## src/rtl/mie_pkg.sv

```systemverilog
package mie_pkg;
  localparam int CLK_PERIOD_NS = 20;
  localparam int TICK_MS = 10;
  localparam int TICK_CYCLES = TICK_MS * 1000000 / CLK_PERIOD_NS;
  localparam int SKIP_BASE_MS = 1280;
  localparam int PROOF_BASE_MS = 240;
  localparam logic [10:0] SKIP_BASE_TICKS = 11'(SKIP_BASE_MS / TICK_MS);
  localparam logic [10:0] PROOF_BASE_TICKS = 11'(PROOF_BASE_MS / TICK_MS);
  localparam int NSRC = 13;

  // ----------------------------------------
  // register map
  // ----------------------------------------
  localparam logic [7:0] A_OUT_CTRL = 8'h53;
  localparam logic [7:0] A_LATCH = 8'h54;
  localparam logic [7:0] A_MOT0 = 8'h5F;
  localparam logic [7:0] A_MOT1 = 8'h60;
  localparam logic [7:0] A_MOT2 = 8'h61;
  localparam logic [7:0] A_MOT3 = 8'h62;
  localparam logic [7:0] A_STEP0 = 8'h7A;
  localparam logic [7:0] A_STEP1 = 8'h7B;
  localparam int OC_LVL = 1;
  localparam int OC_OD = 2;
  localparam int OC_OE = 3;
  localparam int OC_STRIDE = 4;
  localparam int LT_IE = 4;
  localparam int LT_PEND = 6;
  localparam int LT_CLR = 7;
  localparam int MD_SKIP = 2;
  localparam int MD_PROOF = 4;
  localparam int MD_SEL = 25;
  localparam int ST_PRESET = 12;
  localparam logic [7:0] OUT_CTRL_RST = 8'h00;
  localparam logic [5:0] LATCH_RST = 6'h00;
  localparam logic [31:0] MOT_RST = 32'h0014_1424;
  localparam logic [15:0] STEP_RST = 16'h0000;

  // ----------------------------------------
  // sources, samples, presets
  // ----------------------------------------
  localparam int S_ANYM = 0;
  localparam int S_SIGM = 1;
  localparam int S_STEP = 2;
  localparam int S_EXT = 3;
  localparam int S_DRDY = 10;
  localparam int S_FULL = 11;
  localparam int S_WM = 12;
  localparam logic signed [15:0] SAT_NEG = 16'sh8000;
  localparam logic signed [15:0] SAT_POS = 16'sh7FFF;
  localparam logic [16:0] SLOPE_MAX = 17'h1FFFF;
  localparam logic [7:0] PK_NORMAL = 8'h40;
  localparam logic [7:0] PK_SENS = 8'h28;
  localparam logic [7:0] PK_ROBUST = 8'h60;
  localparam logic [3:0] MT_NORMAL = 4'h3;
  localparam logic [3:0] MT_SENS = 4'h2;
  localparam logic [3:0] MT_ROBUST = 4'h5;

  typedef enum logic [1:0] {SM_WAIT = 2'b00, SM_SKIP = 2'b01, SM_PROOF = 2'b10} mie_sm_t;
  typedef enum logic [1:0] {
    PR_NORMAL = 2'b00, PR_SENS = 2'b01, PR_ROBUST = 2'b10, PR_CUSTOM = 2'b11
  } mie_preset_t;

  function automatic logic [10:0] skip_ticks(input logic [1:0] code);
    return SKIP_BASE_TICKS << code;
  endfunction

  function automatic logic [10:0] proof_ticks(input logic [1:0] code);
    return PROOF_BASE_TICKS << code;
  endfunction
endpackage

```

## src/rtl/mie_slope.sv

```systemverilog
`timescale 1ns/1ps
module mie_slope (
  input wire logic clk,
  input wire logic rst_b,
  input wire logic smp_vld,
  input wire logic signed [15:0] acc_x,
  input wire logic signed [15:0] acc_y,
  input wire logic signed [15:0] acc_z,
  input wire logic [7:0] thr,
  input wire logic [1:0] dur,
  input wire logic hold,
  output logic hit,
  output logic motion,
  output logic [2:0] first_axis,
  output logic sign
);
  logic signed [15:0] cur [3];
  logic signed [15:0] prev [3];
  logic have_prev;
  logic [2:0] above;
  logic [2:0] neg;
  logic [2:0] low1;
  logic [1:0] cnt_hi;
  logic [1:0] cnt_lo;
  logic step_ok;

  function automatic logic [16:0] slope(input logic signed [15:0] a, input logic signed [15:0] b);
    logic signed [16:0] d;
    d = {a[15], a} - {b[15], b};
    if (a == mie_pkg::SAT_NEG || a == mie_pkg::SAT_POS ||
        b == mie_pkg::SAT_NEG || b == mie_pkg::SAT_POS) begin
      return mie_pkg::SLOPE_MAX;
    end
    return d[16] ? 17'(-d) : 17'(d);
  endfunction

  assign cur[0] = acc_x;
  assign cur[1] = acc_y;
  assign cur[2] = acc_z;
  assign step_ok = smp_vld && have_prev;
  assign low1 = above & ~(above - 3'h1);

  for (genvar i = 0; i < 3; i++) begin : g_ax
    assign above[i] = slope(cur[i], prev[i]) > {5'h00, thr, 4'h0};
    assign neg[i] = cur[i] < prev[i];
    always_ff @(posedge clk) begin
      if (!rst_b) begin
        prev[i] <= 16'sh0000;
      end else if (smp_vld) begin
        prev[i] <= cur[i];
      end
    end
  end

  always_ff @(posedge clk) begin
    if (!rst_b) begin
      have_prev <= 1'b0;
      hit <= 1'b0;
    end else begin
      have_prev <= have_prev | smp_vld;
      hit <= step_ok && |above;
    end
  end

  // counters freeze under hold so the blocked interrupt keeps its axis and sign
  always_ff @(posedge clk) begin
    if (!rst_b) begin
      cnt_hi <= 2'h0;
      cnt_lo <= 2'h0;
      motion <= 1'b0;
      first_axis <= 3'h0;
      sign <= 1'b0;
    end else if (step_ok && !hold) begin
      if (|above) begin
        cnt_lo <= 2'h0;
        if (cnt_hi == dur) begin
          motion <= 1'b1;
          if (!motion) begin
            first_axis <= low1;
            sign <= |(low1 & neg);
          end
        end else begin
          cnt_hi <= cnt_hi + 2'h1;
        end
      end else begin
        cnt_hi <= 2'h0;
        if (cnt_lo == dur) begin
          motion <= 1'b0;
        end else begin
          cnt_lo <= cnt_lo + 2'h1;
        end
      end
    end
  end

  // ----------------------------------------
  // checks
  // ----------------------------------------
  slope_rise_a: assert property (@(posedge clk) disable iff (!rst_b)
    step_ok && !hold && |above && cnt_hi == dur |=> motion)
    else $error("slope interrupt did not rise");
  slope_fall_a: assert property (@(posedge clk) disable iff (!rst_b)
    step_ok && !hold && above == 3'h0 && cnt_lo == dur |=> !motion)
    else $error("slope interrupt did not fall");
  slope_sat_a: assert property (@(posedge clk) disable iff (!rst_b)
    have_prev && acc_x == mie_pkg::SAT_POS |-> above[0])
    else $error("saturated sample not maximal");
  slope_hold_a: assert property (@(posedge clk) disable iff (!rst_b)
    hold |=> $stable(motion) && $stable(first_axis) && $stable(sign))
    else $error("blocked interrupt changed");
  slope_axis_a: assert property (@(posedge clk) disable iff (!rst_b)
    $rose(motion) |-> $onehot(first_axis))
    else $error("first axis not recorded");
endmodule

```

## src/rtl/mie_step.sv

```systemverilog
`timescale 1ns/1ps
module mie_step (
  input wire logic clk,
  input wire logic rst_b,
  input wire logic smp_vld,
  input wire logic tick,
  input wire logic signed [15:0] acc_x,
  input wire logic signed [15:0] acc_y,
  input wire logic signed [15:0] acc_z,
  input wire logic [7:0] peak_thr,
  input wire logic [3:0] min_t,
  output logic step
);
  logic [17:0] mag;
  logic [17:0] m1;
  logic [17:0] m2;
  logic [1:0] fill;
  logic [4:0] gap;
  logic peak;

  function automatic logic [17:0] mag1(input logic signed [15:0] a);
    // zero-extend so the most negative code reads as 32768, not as a negative sum
    return a[15] ? {2'b00, 16'(-a)} : {2'b00, a};
  endfunction

  // sum of magnitudes stands in for the vector length: no multiplier or root
  assign mag = mag1(acc_x) + mag1(acc_y) + mag1(acc_z);
  assign peak = fill == 2'h2 && m1 > m2 && m1 >= mag &&
                m1 > {2'h0, peak_thr, 8'h00} && gap >= {1'b0, min_t};

  always_ff @(posedge clk) begin
    if (!rst_b) begin
      m1 <= 18'h00000;
      m2 <= 18'h00000;
      fill <= 2'h0;
    end else if (smp_vld) begin
      m1 <= mag;
      m2 <= m1;
      fill <= (fill == 2'h2) ? fill : fill + 2'h1;
    end
  end

  always_ff @(posedge clk) begin
    if (!rst_b) begin
      gap <= 5'h1F;
      step <= 1'b0;
    end else begin
      step <= smp_vld && peak;
      if (smp_vld && peak) begin
        gap <= 5'h00;
      end else if (tick && gap != 5'h1F) begin
        gap <= gap + 5'h01;
      end
    end
  end

  step_gap_a: assert property (@(posedge clk) disable iff (!rst_b)
    step |-> gap == 5'h00 && $past(gap) >= {1'b0, $past(min_t)})
    else $error("step closer than minimum time");
  step_seen_c: cover property (@(posedge clk) disable iff (!rst_b) step);
endmodule

```

## src/rtl/mie_top.sv

```systemverilog
`timescale 1ns/1ps
module mie_top #(
  parameter int TICK_CYCLES = mie_pkg::TICK_CYCLES
) (
  input wire logic clk,
  input wire logic rst_b,
  input wire logic reg_wr,
  input wire logic [7:0] reg_addr,
  input wire logic [7:0] reg_wdata,
  output logic [7:0] reg_rdata,
  input wire logic suspend,
  input wire logic smp_vld,
  input wire logic signed [15:0] acc_x,
  input wire logic signed [15:0] acc_y,
  input wire logic signed [15:0] acc_z,
  input wire logic drdy_evt,
  input wire logic full_evt,
  input wire logic wm_evt,
  input wire logic [6:0] ext_evt,
  input wire logic [12:0] map1,
  input wire logic [12:0] map2,
  input wire logic int1_i,
  output logic int1_o,
  output logic int1_oe_b,
  input wire logic int2_i,
  output logic int2_o,
  output logic int2_oe_b,
  output logic trig1,
  output logic trig2,
  output logic [12:0] status,
  output logic [2:0] anym_axis,
  output logic anym_sign,
  output logic step_trig
);
  // ----------------------------------------
  // registers
  // ----------------------------------------
  logic [7:0] out_ctrl;
  logic [5:0] latch_ctrl;
  logic [31:0] mot;
  logic [15:0] stepc;
  logic latch_on;
  logic latch_clr;
  logic sel_sig;

  assign latch_on = |latch_ctrl[3:0];
  assign sel_sig = mot[mie_pkg::MD_SEL];
  assign latch_clr = reg_wr && reg_addr == mie_pkg::A_LATCH && reg_wdata[mie_pkg::LT_CLR];

  always_ff @(posedge clk) begin
    if (!rst_b) begin
      out_ctrl <= mie_pkg::OUT_CTRL_RST;
      latch_ctrl <= mie_pkg::LATCH_RST;
      mot <= mie_pkg::MOT_RST;
      stepc <= mie_pkg::STEP_RST;
    end else if (reg_wr) begin
      case (reg_addr)
        mie_pkg::A_OUT_CTRL: out_ctrl <= reg_wdata;
        mie_pkg::A_LATCH: latch_ctrl <= reg_wdata[5:0];
        mie_pkg::A_MOT0: mot[7:0] <= reg_wdata;
        mie_pkg::A_MOT1: mot[15:8] <= reg_wdata;
        mie_pkg::A_MOT2: mot[23:16] <= reg_wdata;
        mie_pkg::A_MOT3: mot[31:24] <= reg_wdata;
        mie_pkg::A_STEP0: stepc[7:0] <= reg_wdata;
        mie_pkg::A_STEP1: stepc[15:8] <= reg_wdata;
        default: ;
      endcase
    end
  end

  // clear bit reads zero; pending shows any live flag
  always_ff @(posedge clk) begin
    if (!rst_b) begin
      reg_rdata <= 8'h00;
    end else begin
      case (reg_addr)
        mie_pkg::A_OUT_CTRL: reg_rdata <= out_ctrl;
        mie_pkg::A_LATCH: reg_rdata <= {1'b0, |status, latch_ctrl};
        mie_pkg::A_MOT0: reg_rdata <= mot[7:0];
        mie_pkg::A_MOT1: reg_rdata <= mot[15:8];
        mie_pkg::A_MOT2: reg_rdata <= mot[23:16];
        mie_pkg::A_MOT3: reg_rdata <= mot[31:24];
        mie_pkg::A_STEP0: reg_rdata <= stepc[7:0];
        mie_pkg::A_STEP1: reg_rdata <= stepc[15:8];
        default: reg_rdata <= 8'h00;
      endcase
    end
  end

  // ----------------------------------------
  // time base
  // ----------------------------------------
  logic [18:0] tick_cnt;
  logic tick;

  always_ff @(posedge clk) begin
    if (!rst_b) begin
      tick_cnt <= 19'h00000;
      tick <= 1'b0;
    end else if (tick_cnt == 19'(TICK_CYCLES - 1)) begin
      tick_cnt <= 19'h00000;
      tick <= 1'b1;
    end else begin
      tick_cnt <= tick_cnt + 19'h00001;
      tick <= 1'b0;
    end
  end

  // ----------------------------------------
  // detectors
  // ----------------------------------------
  logic anym_motion;
  logic sig_hit;
  logic step_pulse;
  logic [7:0] peak_thr;
  logic [3:0] min_t;
  mie_pkg::mie_preset_t preset;

  mie_slope u_anym (
    .clk(clk),
    .rst_b(rst_b),
    .smp_vld(smp_vld),
    .acc_x(acc_x),
    .acc_y(acc_y),
    .acc_z(acc_z),
    .thr(mot[15:8]),
    .dur(mot[1:0]),
    .hold(latch_on && status[mie_pkg::S_ANYM]),
    .hit(),
    .motion(anym_motion),
    .first_axis(anym_axis),
    .sign(anym_sign)
  );

  mie_slope u_sigm (
    .clk(clk),
    .rst_b(rst_b),
    .smp_vld(smp_vld),
    .acc_x(acc_x),
    .acc_y(acc_y),
    .acc_z(acc_z),
    .thr(mot[23:16]),
    .dur(2'h0),
    .hold(1'b0),
    .hit(sig_hit),
    .motion(),
    .first_axis(),
    .sign()
  );

  assign preset = mie_pkg::mie_preset_t'(stepc[mie_pkg::ST_PRESET +: 2]);

  always_comb begin
    unique case (preset)
      mie_pkg::PR_NORMAL: begin
        peak_thr = mie_pkg::PK_NORMAL;
        min_t = mie_pkg::MT_NORMAL;
      end
      mie_pkg::PR_SENS: begin
        peak_thr = mie_pkg::PK_SENS;
        min_t = mie_pkg::MT_SENS;
      end
      mie_pkg::PR_ROBUST: begin
        peak_thr = mie_pkg::PK_ROBUST;
        min_t = mie_pkg::MT_ROBUST;
      end
      mie_pkg::PR_CUSTOM: begin
        peak_thr = stepc[7:0];
        min_t = stepc[11:8];
      end
    endcase
  end

  mie_step u_step (
    .clk(clk),
    .rst_b(rst_b),
    .smp_vld(smp_vld),
    .tick(tick),
    .acc_x(acc_x),
    .acc_y(acc_y),
    .acc_z(acc_z),
    .peak_thr(peak_thr),
    .min_t(min_t),
    .step(step_pulse)
  );

  always_ff @(posedge clk) begin
    if (!rst_b) begin
      step_trig <= 1'b0;
    end else begin
      step_trig <= step_pulse;
    end
  end

  // ----------------------------------------
  // significant motion
  // ----------------------------------------
  mie_pkg::mie_sm_t sm_state;
  logic [10:0] sm_cnt;
  logic sig_pulse;

  // timing granularity is one tick, so the skip wait may run short by under a tick; the proof wait starts on a tick
  always_ff @(posedge clk) begin
    if (!rst_b) begin
      sm_state <= mie_pkg::SM_WAIT;
      sm_cnt <= 11'h000;
      sig_pulse <= 1'b0;
    end else begin
      sig_pulse <= 1'b0;
      if (!sel_sig) begin
        sm_state <= mie_pkg::SM_WAIT;
      end else begin
        unique case (sm_state)
          mie_pkg::SM_WAIT: begin
            if (sig_hit) begin
              sm_state <= mie_pkg::SM_SKIP;
              sm_cnt <= mie_pkg::skip_ticks(mot[mie_pkg::MD_SKIP +: 2]);
            end
          end
          mie_pkg::SM_SKIP: begin
            if (tick && sm_cnt == 11'h001) begin
              sm_state <= mie_pkg::SM_PROOF;
              sm_cnt <= mie_pkg::proof_ticks(mot[mie_pkg::MD_PROOF +: 2]);
            end else if (tick) begin
              sm_cnt <= sm_cnt - 11'h001;
            end
          end
          mie_pkg::SM_PROOF: begin
            if (sig_hit) begin
              sig_pulse <= 1'b1;
              sm_state <= mie_pkg::SM_WAIT;
            end else if (tick && sm_cnt == 11'h001) begin
              sm_state <= mie_pkg::SM_WAIT;
            end else if (tick) begin
              sm_cnt <= sm_cnt - 11'h001;
            end
          end
          default: sm_state <= mie_pkg::SM_WAIT;
        endcase
      end
    end
  end

  // ----------------------------------------
  // status flags
  // ----------------------------------------
  logic [12:0] src;

  always_comb begin
    src = 13'h0000;
    src[mie_pkg::S_ANYM] = !sel_sig && anym_motion;
    src[mie_pkg::S_SIGM] = sel_sig && sig_pulse;
    src[mie_pkg::S_STEP] = step_pulse;
    src[mie_pkg::S_EXT +: 7] = ext_evt;
    src[mie_pkg::S_DRDY] = drdy_evt;
    src[mie_pkg::S_FULL] = full_evt;
    src[mie_pkg::S_WM] = wm_evt;
  end

  // a new event wins over a clear in the same cycle
  always_ff @(posedge clk) begin
    if (!rst_b) begin
      status <= 13'h0000;
    end else if (latch_on) begin
      status <= (status & ~{mie_pkg::NSRC{latch_clr}}) | (suspend ? 13'h0000 : src);
    end else begin
      status <= suspend ? 13'h0000 : src;
    end
  end

  // ----------------------------------------
  // pins
  // ----------------------------------------
  logic [12:0] pin_map [2];
  logic pin_in [2];
  logic s1 [2];
  logic s2 [2];
  logic po [2];
  logic poe_b [2];
  logic tr [2];

  assign pin_map[0] = map1;
  assign pin_map[1] = map2;
  assign pin_in[0] = int1_i;
  assign pin_in[1] = int2_i;

  for (genvar p = 0; p < 2; p++) begin : g_pin
    logic raw;
    logic lvl;
    logic od;
    logic oe;
    logic ie;
    logic val;
    assign raw = |(status & pin_map[p]);
    assign lvl = out_ctrl[p * mie_pkg::OC_STRIDE + mie_pkg::OC_LVL];
    assign od = out_ctrl[p * mie_pkg::OC_STRIDE + mie_pkg::OC_OD];
    assign oe = out_ctrl[p * mie_pkg::OC_STRIDE + mie_pkg::OC_OE];
    assign ie = latch_ctrl[mie_pkg::LT_IE + p];
    assign val = raw ~^ lvl;

    always_ff @(posedge clk) begin
      if (!rst_b) begin
        s1[p] <= 1'b0;
        s2[p] <= 1'b0;
      end else begin
        s1[p] <= pin_in[p];
        s2[p] <= s1[p];
      end
    end

    // open drain only pulls low, otherwise the pin floats to its pull-up
    always_ff @(posedge clk) begin
      if (!rst_b) begin
        po[p] <= 1'b0;
        poe_b[p] <= 1'b1;
        tr[p] <= 1'b0;
      end else begin
        po[p] <= od ? 1'b0 : val;
        poe_b[p] <= !(oe && (!od || !val));
        tr[p] <= ie && (oe ? val : s2[p]);
      end
    end
  end

  assign int1_o = po[0];
  assign int2_o = po[1];
  assign int1_oe_b = poe_b[0];
  assign int2_oe_b = poe_b[1];
  assign trig1 = tr[0];
  assign trig2 = tr[1];

  // ----------------------------------------
  // checks
  // ----------------------------------------
  susp_quiet_a: assert property (@(posedge clk) disable iff (!rst_b)
    !latch_on && suspend |=> status == 13'h0000)
    else $error("flag set in suspend");
  latch_keep_a: assert property (@(posedge clk) disable iff (!rst_b)
    latch_on && suspend && !latch_clr |=> status == $past(status))
    else $error("latched flags changed in suspend");
  set_wins_a: assert property (@(posedge clk) disable iff (!rst_b)
    latch_on && latch_clr && !suspend && drdy_evt |=> status == 13'h0001 << mie_pkg::S_DRDY ||
    status[mie_pkg::S_DRDY])
    else $error("event lost against clear");
  drdy_flag_a: assert property (@(posedge clk) disable iff (!rst_b)
    !suspend && !latch_on && drdy_evt |=> status[mie_pkg::S_DRDY])
    else $error("data ready flag missing");
  excl_sel_a: assert property (@(posedge clk) disable iff (!rst_b)
    !latch_on && sel_sig |=> !status[mie_pkg::S_ANYM])
    else $error("any-motion with significant selected");
  pin_or_a: assert property (@(posedge clk) disable iff (!rst_b)
    out_ctrl[mie_pkg::OC_LVL] && !out_ctrl[mie_pkg::OC_OD] && |(status & map1) |=> int1_o)
    else $error("mapped flag not on pin one");
  loop_back_a: assert property (@(posedge clk) disable iff (!rst_b)
    out_ctrl[mie_pkg::OC_OE] && latch_ctrl[mie_pkg::LT_IE] && out_ctrl[mie_pkg::OC_LVL] &&
    |(status & map1) |=> trig1)
    else $error("input path not fed from output");
  proof_hit_a: assert property (@(posedge clk) disable iff (!rst_b)
    sel_sig && sm_state == mie_pkg::SM_PROOF && sig_hit |=> sig_pulse &&
    sm_state == mie_pkg::SM_WAIT ##1 !sig_pulse)
    else $error("proof movement not reported");
  skip_load_a: assert property (@(posedge clk) disable iff (!rst_b)
    sel_sig && sm_state == mie_pkg::SM_WAIT && sig_hit |=>
    sm_cnt == mie_pkg::skip_ticks($past(mot[3:2])))
    else $error("skip period wrong");
  step_pass_a: assert property (@(posedge clk) disable iff (!rst_b)
    step_pulse |=> step_trig ##1 !step_trig || step_pulse)
    else $error("step not passed to counter");

  sig_found_c: cover property (@(posedge clk) disable iff (!rst_b) sig_pulse);
  loop_used_c: cover property (@(posedge clk) disable iff (!rst_b) trig1 && !int1_oe_b);
  susp_held_c: cover property (@(posedge clk) disable iff (!rst_b)
    latch_on && suspend && |status);
endmodule

```

## config.mk

```make
export PLATFORM = sky130hd
export DESIGN_NAME = mie_top
export DESIGN_NICKNAME = d
export VERILOG_FILES = /design/src/rtl/mie_pkg.sv /design/src/rtl/mie_slope.sv /design/src/rtl/mie_step.sv /design/src/rtl/mie_top.sv
export SDC_FILE = /design/constraint.sdc
export NUM_CORES = 1
export LEC_CHECK = 0
export ABC_AREA = 0
export BUFFER_PORTS_ARGS = -buffer_cell sky130_fd_sc_hd__buf_2
export CAP_MARGIN = 25
export CORE_MARGIN = 2
export CORE_UTILIZATION = 59
export CTS_BUF_LIST = sky130_fd_sc_hd__clkbuf_2 sky130_fd_sc_hd__clkbuf_4 sky130_fd_sc_hd__clkbuf_8
export CTS_CLUSTER_SIZE = 16
export DETAILED_ROUTE_END_ITERATION = 7
export HOLD_SLACK_MARGIN = 0.12
export PLACE_DENSITY = 0.8
export SYNTH_ARGS = -nofsm -noshare
export SYNTH_HDL_FRONTEND = slang
export SYNTH_SLANG_ARGS = --single-unit
```

## constraint.sdc

```tcl
create_clock -name clk -period 9.75 [get_ports clk]
set_input_delay 0 -clock clk [delete_from_list [all_inputs] [get_ports clk]]
set_output_delay 0 -clock clk [all_outputs]
set_load 0.01 [all_outputs]
```

==> flow_summary.toml <==
[status]
outcome = "finished clean"

[drt]
post-route-drc-count = 0
wire_per_inst_um = 19.1
drt-pass1-iter-count = 6
wl_mm = 56.2
vias = 18400
vias_per_cell = 6.23
ant_nets = 0
drtIter0Drc = 1716

[clock_network]
clk_path_buf_depth = 3
cts_setup_buffers = 0
postCtsHoldBufs = 122
cts_max_level = 2
cts_buffers = 41
clock_tree.root_cell = "clkbuf_8"
clk_latency_ns = 0.57
clock_sinks = 232
cts_tree = "done"
clk_pin_slew_ns = 0.06
post_cts_resized = 0

[setup_path]
cp_top_family = "compound AO/OA/AOI/OAI gates"
r2r_start = "u_sigm.prev[0][0]"
cpPeakStageDelay_ns = 0.52
crit_path_end_kind = "flop"
arrival_ns = 6.21
cp_data_required_time_ns = 10.17
crit_start = "acc_y[0]"
rr_worst_depth = 25
rr_endpoint = "u_anym.sign"
reg2reg_setup_slack_ns = 4.08
crit_fanout = 6
worst-setup-path-type = "in -> reg"
path_buf_inv = 4
path_common_cell = "a21oi_1"
worstSetupPathDepth = 28
slowest_stage = "dlygate4sd3_1"
start_kind = "input port"
cp-endpoint = "u_step.gap[2]"

[grt]
antenna_found_initial = 0
grt_pass1_wl_mm = 89.0
grt_util_all_layers = 0.331
grt_busiest_layer = "met2"
grt_start_max_net_pins = 64
grtUsageMet1 = 0.446
grt_overflow = 0
use_met3 = 0.0556
met2_usage = 0.527
grt_pass1_vias = 17400

[finish]
diodes = 0
final_cell_mix = "dfxtp_1 (184), ha_1 (183), nand2_1 (182)"
layout-drive-gt1-share = 0.102
layout.cells.most_common = "dfxtp_1"
nets = 2828
area_delta_synth_final_pct = 16.8
design_area_um2 = 21800

[floorplanning]
die_x_um = 182
die_h_um = 182
pin_count = 139
start_util = 0.596
rows = 65
dieArea_um2 = 33100
core_area_um2 = 31300

[synth]
synth-seq-cells = 232
synth.area.mux_share = 0.0356
ys_seq_area_frac = 0.275
syn_area_per_cell_um2 = 8.18
ys.flop_type = "dfxtp_1"
synth_compound_area_frac = 0.195
synthAdderAreaFrac = 0.144
yosysWarnings = 0
syn_area_um2 = 18700
synth_top_family_by_area = "simple AND/OR/NAND/NOR gates"
ys_types = 81
postSynthCellCount = 2279
yosysTopAreaCellShare = 0.197
yosys.area_share.xor_xnor = 0.0615
yosys.area_share.simple = 0.238
synth_top_area_cell = "dfxtp_1"
synth_area_leaders = "dfxtp_1 (20%), ha_1 (12%), edfxtp_1 (7.7%)"
synthArstFlopShare = 0
synth_edf_count = 48
synthesis.nets = 2589

[sta]
tightestPinTransition_ns = 1.02
finalCritPeriodShare = 0.593
finClkSkew_ns = 0.0221
fin_crit_ns = 5.78
setup-tns-final_ns = 0
maxSlewHeadroom = 0.315
fmax_mhz = 173
rsz0062_at_grt = "no"
finalSetupViolCount = 0
hold_viol = 0
maxSlewViolCount = 0

[placed_design]
port_buffers = 138
place_congestion = 0.937
post_dp_cell_area_um2 = 19700
hpwlAfterDp_mm = 41.1

[power_and_ir_drop]
leakagePower_nw = 9.16
max-vdd-ir-drop_mv = 0.114
p_per_area_nw_per_um2 = 162

[flow_run]
drv_cap = 0

[min_path]
min_path_type = "in -> reg"
[kinds of logic (layout without fill, tap and decap cells)]
| family | Yosys count | count (layout) |
|---|---|---|
| and+or+nand+nor | 851 | 851 |
| AOI/OAI and AO/OA | 548 | 548 |
| buffers and inverters | 248 | 519 |
| DFF | 232 | 232 |
| adders and majority gates | 203 | 203 |
| xor gates and xnor gates | 131 | 131 |
| muxes | 66 | 66 |
[how the worst min path moves through the flow]
stage | start | to | slack (ns) | depth (start not counted)
2_1_floorplan | int1_i | s1[0] | 0.13 | 1
4_1_cts | int1_i | s1[0] | 0.17 | 3
6_report | int2_i | s1[1] | 0.19 | 3
3_5_place_dp | int2_i | s1[1] | 0.21 | 2
5_1_grt | int2_i | s1[1] | 0.19 | 3
3_3_place_gp | int2_i | s1[1] | 0.21 | 2
[layer usage]
layer | share of wire | vias to the layer above
li1 | - | 8772
met1 | 0.43 | 8558
met2 | 0.44 | 879
met3 | 0.086 | 192
met4 | 0.043 | 0
met5 | 0 | -
[report_power, final]
part | internal (mW) | total [mW] | switching [mW]
Clock | 0.508 | 0.953 | 0.445
Combinational | 0.621 | 1.47 | 0.849
Sequential | 1.04 | 1.10 | 0.0649
[Yosys cell counts, types with 48 or more instances]
library cell  instances
xor2_1               69
nor2b_1              83
a21oi_1             119
nand3_1              91
nand4_1              49
nand2_1             182
xnor2_1              62
nor2_1              152
ha_1                183
dfxtp_1             184
clkbuf_1             75
and3_1               62
mux2i_1              64
inv_1               167
edfxtp_1             48
o21ai_0             106
[flip-flops by register name (all words and copies together) (netlist names), 11 cells and up]
register and flops:
u_sigm.prev 48, mot 32, tick_cnt 19, u_step.m1 18, u_step.m2 18, stepc 16
status 13, sm_cnt 11
[stage by stage]
stage	power, mW	hold WS, ns	instances	utilization	setup WS [ns]
floorplan	2.13	0.127	2279	-	4.44
global placement	2.46	0.210	2753	0.628	4.23
detailed placement	2.51	0.212	2753	0.628	3.98
CTS	3.50	0.175	2950	0.695	3.99
global route	3.74	0.188	2952	0.696	3.43
finish	3.53	0.185	2952	0.696	3.97
[layout make-up]
type / count / area (µm²)
sequential: 232 / 5120
multi-input combinational: 1799 / 12600
fill: 2517 / 9530
timing repair buffer: 277 / 2050
inverter: 167 / 627
clock inverter: 18 / 115
tap: 402 / 503
clock buffer: 57 / 753
[worst register-to-register path, delay by kind of cell, from the launching register on]
family / cells / cell delay (ns)
flops: 1 / 0.38
fa+ha+maj: 3 / 0.88
xor+xnor: 1 / 0.14
buf+inv: 2 / 0.25
compound gates: 13 / 2.72
simple gates: 6 / 1.21
Note: power is estimated with default switching activity, not from simulation.
